[config.mk]
export PLATFORM = sky130hd
export DESIGN_NAME = spc_pin_ctrl
export DESIGN_NICKNAME = d
export VERILOG_FILES = /design/src/verilog/spc_sync.v /design/src/verilog/spc_pin_ctrl.v
export VERILOG_INCLUDE_DIRS = /design/src /design/src/verilog
export SDC_FILE = /design/constraint.sdc
export NUM_CORES = 1
export LEC_CHECK = 0
export ABC_CLOCK_PERIOD_IN_PS = 3240
export BUFFER_PORTS_ARGS = -buffer_cell sky130_fd_sc_hd__buf_2
export CAP_MARGIN = 20
export CORE_MARGIN = 5
export CORE_UTILIZATION = 61
export CTS_BUF_LIST = sky130_fd_sc_hd__clkbuf_4 sky130_fd_sc_hd__clkbuf_8
export DETAILED_ROUTE_END_ITERATION = 16
export GPL_TIMING_DRIVEN = 0
export PLACE_DENSITY = 0.81
export SLEW_MARGIN = 30
export SYNTH_ARGS = -nofsm -noshare
export SYNTH_HDL_FRONTEND = slang
export SYNTH_HIERARCHICAL = 1
export SYNTH_SLANG_ARGS = --single-unit
[constraint.sdc]
create_clock -name core_clk_in -period 3.24 [get_ports core_clk_in]
set_input_delay 0.648 -clock core_clk_in [delete_from_list [all_inputs] [get_ports core_clk_in]]
set_output_delay 0.648 -clock core_clk_in [all_outputs]
set_load 0.02 [all_outputs]
[src/verilog/spc_defines.vh]
`ifndef SPC_DEFINES_VH
`define SPC_DEFINES_VH

// Serial frame: read flag, 7-bit address, 8-bit data, MSB first
`define SPC_HDR_BITS      4'h8
`define SPC_FRAME_BITS    5'h10
`define SPC_CNT_W         5
`define SPC_ADDR_W        7
`define SPC_DATA_W        8
`define SPC_RW_BIT        7
`define SPC_FRM_MSB       15
`define SPC_ADDR_MSB      14
`define SPC_ADDR_LSB      8

// Register addresses
`define SPC_ADDR_CTRL     7'h00
`define SPC_ADDR_POWER    7'h01
`define SPC_ADDR_STATUS   7'h02

// Control register fields
`define SPC_CTRL_PD_BIT   0
`define SPC_CTRL_4W_BIT   1

// Output power register fields
`define SPC_PWR1_LSB      0
`define SPC_PWR2_LSB      4
`define SPC_PWR_W         4

// Reset values
`define SPC_CTRL_RST      8'h00
`define SPC_POWER_RST     8'hFF

// Synchroniser lanes
`define SPC_SYNC_W        7
`define SPC_LANE_CE       0
`define SPC_LANE_SEL      1
`define SPC_LANE_SCLK     2
`define SPC_LANE_SDIO     3
`define SPC_LANE_EN1      4
`define SPC_LANE_EN2      5
`define SPC_LANE_LOCK     6

`endif

[src/verilog/spc_sync.v]
`timescale 1ns/100ps
`default_nettype none

module spc_sync #(
  parameter WIDTH = 1
) (
  input  wire             core_clk_in,
  input  wire             resetn_in,
  input  wire [WIDTH-1:0] async_in,
  output wire [WIDTH-1:0] sync_out
);

  reg [WIDTH-1:0] meta_q;
  reg [WIDTH-1:0] sync_q;

  // First stage feeds only the second stage
  always @(posedge core_clk_in or negedge resetn_in) begin
    if (!resetn_in) begin
      meta_q <= {WIDTH{1'b0}};
      sync_q <= {WIDTH{1'b0}};
    end else begin
      meta_q <= async_in;
      sync_q <= meta_q;
    end
  end

  assign sync_out = sync_q;

endmodule // spc_sync

`default_nettype wire

[src/verilog/spc_pin_ctrl.v]
`timescale 1ns/100ps
`default_nettype none
`include "spc_defines.vh"

module spc_pin_ctrl (
  input  wire       core_clk_in,
  input  wire       resetn_in,
  input  wire       chip_enable_in,
  input  wire       out1_buffer_enable_in,
  input  wire       out2_buffer_enable_in,
  input  wire       pll_locked_in,
  input  wire       select_n_in,
  input  wire       sclk_in,
  input  wire       sdio_in,
  output wire       sdio_out,
  output wire       sdio_oe_out,
  output wire       read_data_out,
  output wire       read_data_oe_out,
  output wire       lock_indicator_out,
  output wire       device_active_out,
  output wire       global_power_down_out,
  output wire       out1_active_out,
  output wire       out2_active_out,
  output wire [3:0] out1_power_out,
  output wire [3:0] out2_power_out
);

  wire [`SPC_SYNC_W-1:0] pins_s;
  wire                   ce_s;
  wire                   sel_s;
  wire                   sclk_s;
  wire                   sdio_s;

  reg                    sclk_prev_q;
  reg                    sel_prev_q;
  reg [`SPC_CNT_W-1:0]   bit_cnt_q;
  reg [`SPC_FRM_MSB:0]   shift_q;
  reg [`SPC_DATA_W-1:0]  tx_q;
  reg                    rd_phase_q;
  reg                    dout_q;
  reg                    drive_q;
  reg [`SPC_DATA_W-1:0]  ctrl_q;
  reg [`SPC_DATA_W-1:0]  power_q;
  reg                    active_q;
  reg                    out1_q;
  reg                    out2_q;
  reg                    lock_q;

  wire                   sclk_rise;
  wire                   sclk_fall;
  wire                   in_burst;
  wire                   burst_end;
  wire [`SPC_FRM_MSB:0]  shift_d;
  wire [`SPC_CNT_W-1:0]  bit_cnt_d;
  wire                   four_wire;
  wire                   pd_bit;
  wire                   frame_is_rd;
  wire [`SPC_ADDR_W-1:0] frame_addr;

  // Select lane is inverted so its flop reset value reads as an idle bus
  spc_sync #(
    .WIDTH(`SPC_SYNC_W)
  ) u_sync (
    .core_clk_in(core_clk_in),
    .resetn_in  (resetn_in),
    .async_in   ({pll_locked_in, out2_buffer_enable_in, out1_buffer_enable_in,
                  sdio_in, sclk_in, ~select_n_in, chip_enable_in}),
    .sync_out   (pins_s)
  );

  assign ce_s   = pins_s[`SPC_LANE_CE];
  assign sel_s  = ~pins_s[`SPC_LANE_SEL];
  assign sclk_s = pins_s[`SPC_LANE_SCLK];
  assign sdio_s = pins_s[`SPC_LANE_SDIO];

  // Serial clock only runs inside bursts, so edges are qualified by select
  assign in_burst  = ce_s & ~sel_s;
  assign sclk_rise = in_burst & sclk_s & ~sclk_prev_q;
  assign sclk_fall = in_burst & ~sclk_s & sclk_prev_q;
  assign burst_end = sel_s & ~sel_prev_q;
  assign shift_d   = {shift_q[`SPC_FRM_MSB-1:0], sdio_s};
  assign bit_cnt_d = bit_cnt_q + 5'h01;

  // Fields of a complete frame
  assign frame_is_rd = shift_d[`SPC_FRM_MSB];
  assign frame_addr  = shift_d[`SPC_ADDR_MSB:`SPC_ADDR_LSB];

  assign four_wire = ctrl_q[`SPC_CTRL_4W_BIT];
  assign pd_bit    = ctrl_q[`SPC_CTRL_PD_BIT];

  // Read-back value of one register
  function [`SPC_DATA_W-1:0] rd_mux;
    input [`SPC_ADDR_W-1:0] addr;
    input [`SPC_DATA_W-1:0] ctrl;
    input [`SPC_DATA_W-1:0] power;
    input [`SPC_DATA_W-1:0] status;
    begin
      case (addr)
        `SPC_ADDR_CTRL:   rd_mux = ctrl;
        `SPC_ADDR_POWER:  rd_mux = power;
        `SPC_ADDR_STATUS: rd_mux = status;
        default:          rd_mux = 8'h00;
      endcase
    end
  endfunction

  // Chip enable high and power-down bit clear
  function run_gate;
    input ce;
    input pd;
    begin
      run_gate = ce & ~pd;
    end
  endfunction

  always @(posedge core_clk_in or negedge resetn_in) begin
    if (!resetn_in) begin
      sclk_prev_q <= 1'b0;
      sel_prev_q  <= 1'b1;
    end else begin
      sclk_prev_q <= sclk_s;
      sel_prev_q  <= sel_s;
    end
  end

  // Serial shifter and register file
  always @(posedge core_clk_in or negedge resetn_in) begin
    if (!resetn_in) begin
      bit_cnt_q  <= 5'h00;
      shift_q    <= 16'h0000;
      tx_q       <= 8'h00;
      rd_phase_q <= 1'b0;
      dout_q     <= 1'b0;
      drive_q    <= 1'b0;
      ctrl_q     <= `SPC_CTRL_RST;
      power_q    <= `SPC_POWER_RST;
    end else if (!ce_s) begin
      // Chip enable low wipes every programmable register
      bit_cnt_q  <= 5'h00;
      shift_q    <= 16'h0000;
      tx_q       <= 8'h00;
      rd_phase_q <= 1'b0;
      dout_q     <= 1'b0;
      drive_q    <= 1'b0;
      ctrl_q     <= `SPC_CTRL_RST;
      power_q    <= `SPC_POWER_RST;
    end else if (sel_s) begin
      // Idle or burst over: drop any drive and restart framing
      bit_cnt_q  <= 5'h00;
      rd_phase_q <= 1'b0;
      drive_q    <= 1'b0;
      dout_q     <= 1'b0;
    end else if (sclk_rise) begin
      shift_q <= shift_d;
      if (bit_cnt_q != `SPC_FRAME_BITS) begin
        bit_cnt_q <= bit_cnt_d;
      end
      if (bit_cnt_d == {1'b0, `SPC_HDR_BITS} && shift_d[`SPC_RW_BIT]) begin
        rd_phase_q <= 1'b1;
        tx_q       <= rd_mux(shift_d[`SPC_ADDR_W-1:0], ctrl_q, power_q,
                             {4'h0, lock_q, out2_q, out1_q, active_q});
      end
      // Write commits on the last bit; power-down bit keeps contents
      if (bit_cnt_d == `SPC_FRAME_BITS && !frame_is_rd) begin
        case (frame_addr)
          `SPC_ADDR_CTRL:  ctrl_q  <= shift_d[`SPC_DATA_W-1:0];
          `SPC_ADDR_POWER: power_q <= shift_d[`SPC_DATA_W-1:0];
          default:         ctrl_q  <= ctrl_q;
        endcase
      end
    end else if (sclk_fall && rd_phase_q) begin
      // Read data changes on falling edges so the host samples on rising
      drive_q <= 1'b1;
      dout_q  <= tx_q[`SPC_DATA_W-1];
      tx_q    <= {tx_q[`SPC_DATA_W-2:0], 1'b0};
    end
  end

  // Power state and pin-level status
  always @(posedge core_clk_in or negedge resetn_in) begin
    if (!resetn_in) begin
      active_q <= 1'b0;
      out1_q   <= 1'b0;
      out2_q   <= 1'b0;
      lock_q   <= 1'b0;
    end else begin
      active_q <= run_gate(ce_s, pd_bit);
      out1_q   <= run_gate(ce_s, pd_bit) & pins_s[`SPC_LANE_EN1];
      out2_q   <= run_gate(ce_s, pd_bit) & pins_s[`SPC_LANE_EN2];
      lock_q   <= run_gate(ce_s, pd_bit) & pins_s[`SPC_LANE_LOCK];
    end
  end

  // Burst end releases both data pins in the same cycle
  assign sdio_out         = dout_q;
  assign sdio_oe_out      = drive_q & ~four_wire & ~burst_end & ~sel_s;
  assign read_data_out    = dout_q;
  assign read_data_oe_out = drive_q & four_wire & ~burst_end & ~sel_s;

  assign lock_indicator_out    = lock_q;
  assign device_active_out     = active_q;
  assign global_power_down_out = pd_bit;
  assign out1_active_out       = out1_q;
  assign out2_active_out       = out2_q;
  assign out1_power_out        = power_q[`SPC_PWR1_LSB +: `SPC_PWR_W];
  assign out2_power_out        = power_q[`SPC_PWR2_LSB +: `SPC_PWR_W];

endmodule // spc_pin_ctrl

`default_nettype wire

==> flow_summary.toml, run 1 <==
[timing]
final.setup.tns_ps = 0
min_period_over_period = 0.858
hold_viol = 0
worstMarginPinSlew_ps = 911
slew_viol_final = 0
setup_viol = 0
finalClockSkew_ps = 9.97
rsz0062_at_grt = "no"
relSlewSlack = 0.393
max_freq_mhz = 360
fin_crit_ps = 2780

[die]
core_um2 = 4690
ios = 26
die_w_um = 79.1
die_y_um = 79.1
initial_utilization = 0.621
rows = 25
dieArea_um2 = 6260

[drt]
vias = 2219
routed_wl_mm = 6.41
antenna_left = 0
route.detailed.drc = 0
drt_first_pass_iters = 5
first_iter_violations = 288
viasPerCell = 6.01
wl_per_cell_um = 17.4

[final_layout]
fin_util = 0.717
design_area_um2 = 3360
final_cell_mix = "dfrtp_1, nand2_1, buf_2"
fin_cells = 369
drive_gt1_frac = 0.216
fin_nets = 322
areaGrowthSynthToFinish_pct = 15.4
insertedDiodeCount = 0
mostFrequentLayoutCell = "dfrtp_1"

[global_route]
grt.overflow.total = 0
antenna_found_initial = 0
grt_usage = 0.230
grt_max_degree = 35
grt_pass1_wl_mm = 10.9
first_global_vias = 2227

[clocking]
hold_buffers = 0
cts_tree = "yes"
h-tree-depth = 3
cts.repair.resized = 0
cts_buffers = 9
clk_latency_ps = 350
clock-sinks = 66
post_cts_buffers = 0
cts_buffer_depth = 2
clk_pin_slew_ps = 80
cts-root-buf = "clkbuf_8"

[setup_path]
crit_type = "register to register"
critPathCaptureType = "register"
start_kind = "register"
worstPathArrival_ps = 3030
critPathRequiredTime_ps = 3490
cp_max_fo = 10

[logic_synthesis]
synth_top_family_by_area = "simple AND/OR/NAND/NOR gates"
muxShareOfSynthArea = 0.0812
synth_adder_area_share = 0.0129
syn_avg_cell_area_um2 = 10.7
yosys_warnings = 6
ys_ff_latch = 66
synth-simple-area-share = 0.172
yosys_most_used_dff = "dfrtp_1"
synthDistinctLibCells = 43
synth_cells = 273
synth_compound_gate_area_share = 0.112
syn_nets = 285
synth_xor_area_frac = 0.0120
ys_seq_area_frac = 0.570
synthArstFlopShare = 1.00
syn-cell-area_um2 = 2910
synth_edf_count = 0

[place]
dp_cells = 353
place_area_um2 = 3130
dp.final_hpwl_mm = 4.23
portBuffers = 25
gp_congestion = 0.878

[power]
leakagePower_nw = 1.50
vdd_ir_drop_max_uv = 491
p_per_area_nw_per_um2 = 513

[flow_run]
maxCapViolCount = 0

[hold_path]
worstHoldPathType = "input port to async pin"

[outcome]
outcome = "finished, final reports clean"
## metal layers
metal  part of all wire  track usage
met1               0.45        0.317
met2               0.46        0.343
met3              0.072       0.0692
met4              0.024       0.0911
met5                  0            0
## synthesized netlist by cell type, drive strengths merged, types with 6 or more instances
cell type,number,share of area
a21oi,11,0.019
nor2,20,0.026
inv,7,0.0090
o31ai,8,0.021
clkbuf,8,0.010
mux2i,18,0.062
buf,10,0.018
nand2,44,0.057
nand3,19,0.034
a22oi,6,0.015
dfstp,8,0.072
dfrtp,58,0.50
## worst max-delay path, stage by stage (launching register included)
cell and delay, ps:
dfrtp_1 460, ha_1 230, buf_4 160, xnor2_1 130
or3b_4 420, a2111oi_1 600, buf_2 400, mux2i_1 230
nand2_1 70
## registers in the layout (all words and copies together), names as in the netlist
register	flops
read_data_out	1
out2_active_out	1
u_sync/sync_out	7
bit_cnt_q	5
sclk_prev_q	1
lock_indicator_out	1
tx_q	8
shift_q	15
drive_q	1
u_sync/meta_q	7
power_q	8
rd_phase_q	1
out1_active_out	1
ctrl_q	8
device_active_out	1
## path summary, 6_finish.rpt
| path | startpoint | to | cells after the start | slack, ps |
|---|---|---|---|---|
| worst max register to register | bit_cnt_q[0] | power_q[1] | 8 | 460 |
| worst max-delay path | bit_cnt_q[0] | power_q[1] | 8 | 460 |
| min in group core_clk_in | u_sync/meta_q[1] | u_sync/sync_out[1] | 0 | 350 |
| worst min-delay path | resetn_in | bit_cnt_q[2] | 1 | 230 |
| max in group asynchronous | resetn_in | power_q[4] | 2 | 2420 |
| worst min register to register | u_sync/meta_q[1] | u_sync/sync_out[1] | 0 | 350 |
## metrics by stage
| stage | power (mW) | setup WS [ps] | hold WS (ps) |
|---|---|---|---|
| 6_report | 1.72 | 462 | 230 |
| 5_1_grt | 1.78 | 296 | 260 |
| 4_1_cts | 1.73 | 492 | 237 |
| 3_5_place_dp | 0.932 | 500 | 336 |
| 3_3_place_gp | 0.928 | 497 | 332 |
| 2_1_floorplan | 0.892 | 853 | 331 |
## power breakdown
group	leakage (nW)	internal, mW	switching (mW)	total, mW
Clock	0.120	0.484	0.322	0.807
Sequential	0.854	0.837	0.00703	0.844
Combinational	0.522	0.0217	0.0514	0.0731
## cell families after synthesis
group,after synthesis
AOI/OAI and AO/OA,44
adders and majority gates,3
buffers and inverters,26
and+or+nand+nor,107
DFF,66
xor gates and xnor gates,4
muxes,23
## final cells by class
class / instances / area [um2]
clock buffer: 12 / 159
multi-input combinational: 181 / 1140
tap: 54 / 67.6
timing repair buffer: 26 / 148
fill: 344 / 1330
buffer: 18 / 83.8
sequential: 66 / 1660
clock inverter: 4 / 73.8
inverter: 8 / 30.0
No activity file was read; power rests on OpenSTA's default activity.
==> inputs of run 2 (changes only) <==
Settings changed: ABC_AREA set to 1.
==> run 2 against run 1 <==
  * Hold slack lost 17 ps
  * Critical path type is now register to output pin
  * Via count up 10%
  * Largest cell class unchanged
  * Sequential power increased by 4.9%
  * Count of clock-buffer cells in the layout fell by 2
  * Cell area rose by 3.2%
  * First-iteration DRC count shrank 42%
  * Global-route usage is 0.78 points higher
  * Highest routed layer unchanged
  * Critical path depth down 6
==> flow_summary.toml, run 2 <==
[global_route]
grt_max_degree = 38
grt_pass1_wl_mm = 11.6
grt.overflow.total = 0
grt_usage = 0.238
antenna_found_initial = 0
first_global_vias = 2453

[timing]
worst_slack_ps = 1400
hold_viol = 0
setup_viol = 0
worstMarginPinSlew_ps = 511
relSlewSlack = 0.658
rsz0062_at_grt = "no"
finalClockSkew_ps = 7.25
fin_crit_ps = 1840
max_freq_mhz = 542
final.setup.tns_ps = 0
min_period_over_period = 0.569
slew_viol_final = 0

[final_layout]
fin_cells = 457
final_cell_mix = "nand2_1, nand3_1, dfrtp_1"
drive_gt1_frac = 0.185
insertedDiodeCount = 0
regArea_um2 = 1660
fin_util = 0.730
largest_reg_flops = 15
areaGrowthSynthToFinish_pct = 15.2
largest_register = "shift_q"
mostFrequentLayoutCell = "nand2_1"
fillers = 359
multi_input_area_um2 = 1140
fin_nets = 397

[place]
dp_cells = 441
dp.final_hpwl_mm = 4.63
portBuffers = 25
gp_congestion = 0.889
dpl_worst_slack_ps = 1470

[logic_synthesis]
synth.most_common_cell = "nand2_1"
syn_nets = 360
synth_commonest_cells = "nand2_1, dfrtp_1, nand3_1, inv_1, nor2_1"
yosysTopAreaCellShare = 0.482
synth_area_leaders = "dfrtp_1, nand2_1, nand3_1"
synthArstFlopShare = 1.00
synth_cells = 348
synthDistinctLibCells = 28
yosys_warnings = 6
syn-cell-area_um2 = 3010
ys_seq_area_frac = 0.552
synth_top_cell_by_area = "dfrtp_1"
syn_avg_cell_area_um2 = 8.65
ys_ff_latch = 66
yosys_most_used_dff = "dfrtp_1"
synth_edf_count = 0

[hold_path]
worstHoldPathType = "input port to async pin"

[power]
p_per_area_nw_per_um2 = 521
power_frac_clock = 0.425
vdd_ir_drop_max_uv = 591
leakagePower_nw = 1.82
p_int_mw = 1.36
switching_power_uw = 447
pwr-share-seq = 0.489
switching_share = 0.247
p_comb_frac = 0.086

[die]
ios = 26
dieArea_um2 = 6440
die_y_um = 80.3
die_w_um = 80.3
rows = 25
initial_utilization = 0.633
core_um2 = 4750

[clocking]
cts_tree = "yes"
post_cts_buffers = 0
cts_buffer_depth = 2
cts_buffers = 9
h-tree-depth = 3
cts.repair.resized = 0
clock-sinks = 66
hold_buffers = 0
clk_latency_ps = 350
cts-root-buf = "clkbuf_8"
clk_pin_slew_ps = 70

[flow_run]
maxCapViolCount = 0

[drt]
first_iter_violations = 167
drt_first_pass_iters = 4
vias = 2440
route.detailed.drc = 0
routed_wl_mm = 6.35
viasPerCell = 5.34
antenna_left = 0
wl_per_cell_um = 13.9

[setup_path]
crit_type = "register to output pin"
critPathRequiredTime_ps = 2590
cpMaxStageDelayCell = "dfrtp_1"
worstPathCellList = "nor3_1 > buf_2"
cp_max_fo = 4
r2r-start = "bit_cnt_q[0]"
worstRegToRegCells = 10
critPathCaptureType = "output pin"
r2r_slack_ps = 1410
worstPathArrival_ps = 1200
critPathCapture = "sdio_oe_out"
startpoint = "ctrl_q[1]"
start_kind = "register"
critPathMaxStageDelay_ps = 440
reg2reg_to = "ctrl_q[3]"

[outcome]
outcome = "finished, final reports clean"
-- run 2: cell types whose count changed after synthesis, sizes merged, moves of 6 or more --
cell and delta:
nand3 +40, o31ai -8, nand3b +8, a21oi -8, nand2 +69, mux2i -18, a22oi -6, o22ai +8
inv +29, o21ai +9
-- run 2: layout make-up --
cell class,count,area share
Timing Repair Buffer,26,0.0425
Tap cell,67,0.0242
Buffer,11,0.0191
Clock buffer,10,0.0397
Multi-Input combinational cell,235,0.329
Sequential cell,66,0.479
Inverter,36,0.0404
Clock inverter,6,0.0260
-- run 2: through the flow --
step	area, um2	power [mW]	hold WS [ps]
6_report	3470	1.81	213
2_1_floorplan	3010	0.990	331
3_3_place_gp	3220	1.05	332
4_1_cts	3470	1.83	221
5_1_grt	3470	1.89	233
3_5_place_dp	3240	1.06	336
-- run 2: cells by family after synthesis --
family	after synthesis	share of synthesized area
AO/OA/AOI/OAI	25	0.0486
buffers and inverters	47	0.0685
adder cells (fa/ha/maj)	3	0.0125
AND/OR/NAND/NOR	207	0.319
flip-flops	66	0.552
-- run 2: critical path: cells and delay by family (launching register included) --
kind                   cells  cell delay (ps)
AND/OR/NAND/NOR            1              210
buffers and inverters      1              190
flip-flops                 1              440
-- run 2: layer usage --
layer / global-route usage / vias up / wire length, um
met2: 0.380 / 59 / 3130
met4: 0.0743 / 0 / 89
met3: 0.0807 / 7 / 305
met5: 0 / - / 0
li1: - / 1205 / -
met1: 0.306 / 1169 / 2820
-- run 2: how the worst min path moves through the flow --
stage                     startpoint  cells past startpoint            endpoint
finish                     resetn_in                      1        bit_cnt_q[0]
global route               resetn_in                      1        bit_cnt_q[0]
CTS                        resetn_in                      1        bit_cnt_q[0]
detailed placement  u_sync/meta_q[1]                      0  u_sync/sync_out[1]
global placement    u_sync/meta_q[3]                      0  u_sync/sync_out[3]
floorplan           u_sync/meta_q[0]                      0  u_sync/sync_out[0]
-- run 2: power groups by stage --
stage / combinational, mW / sequential [mW] / clock (mW)
floorplan: 0.0795 / 0.911 / 0
global placement: 0.150 / 0.898 / 0
detailed placement: 0.157 / 0.900 / 0
CTS: 0.157 / 0.884 / 0.785
global route: 0.177 / 0.889 / 0.822
finish: 0.156 / 0.885 / 0.769
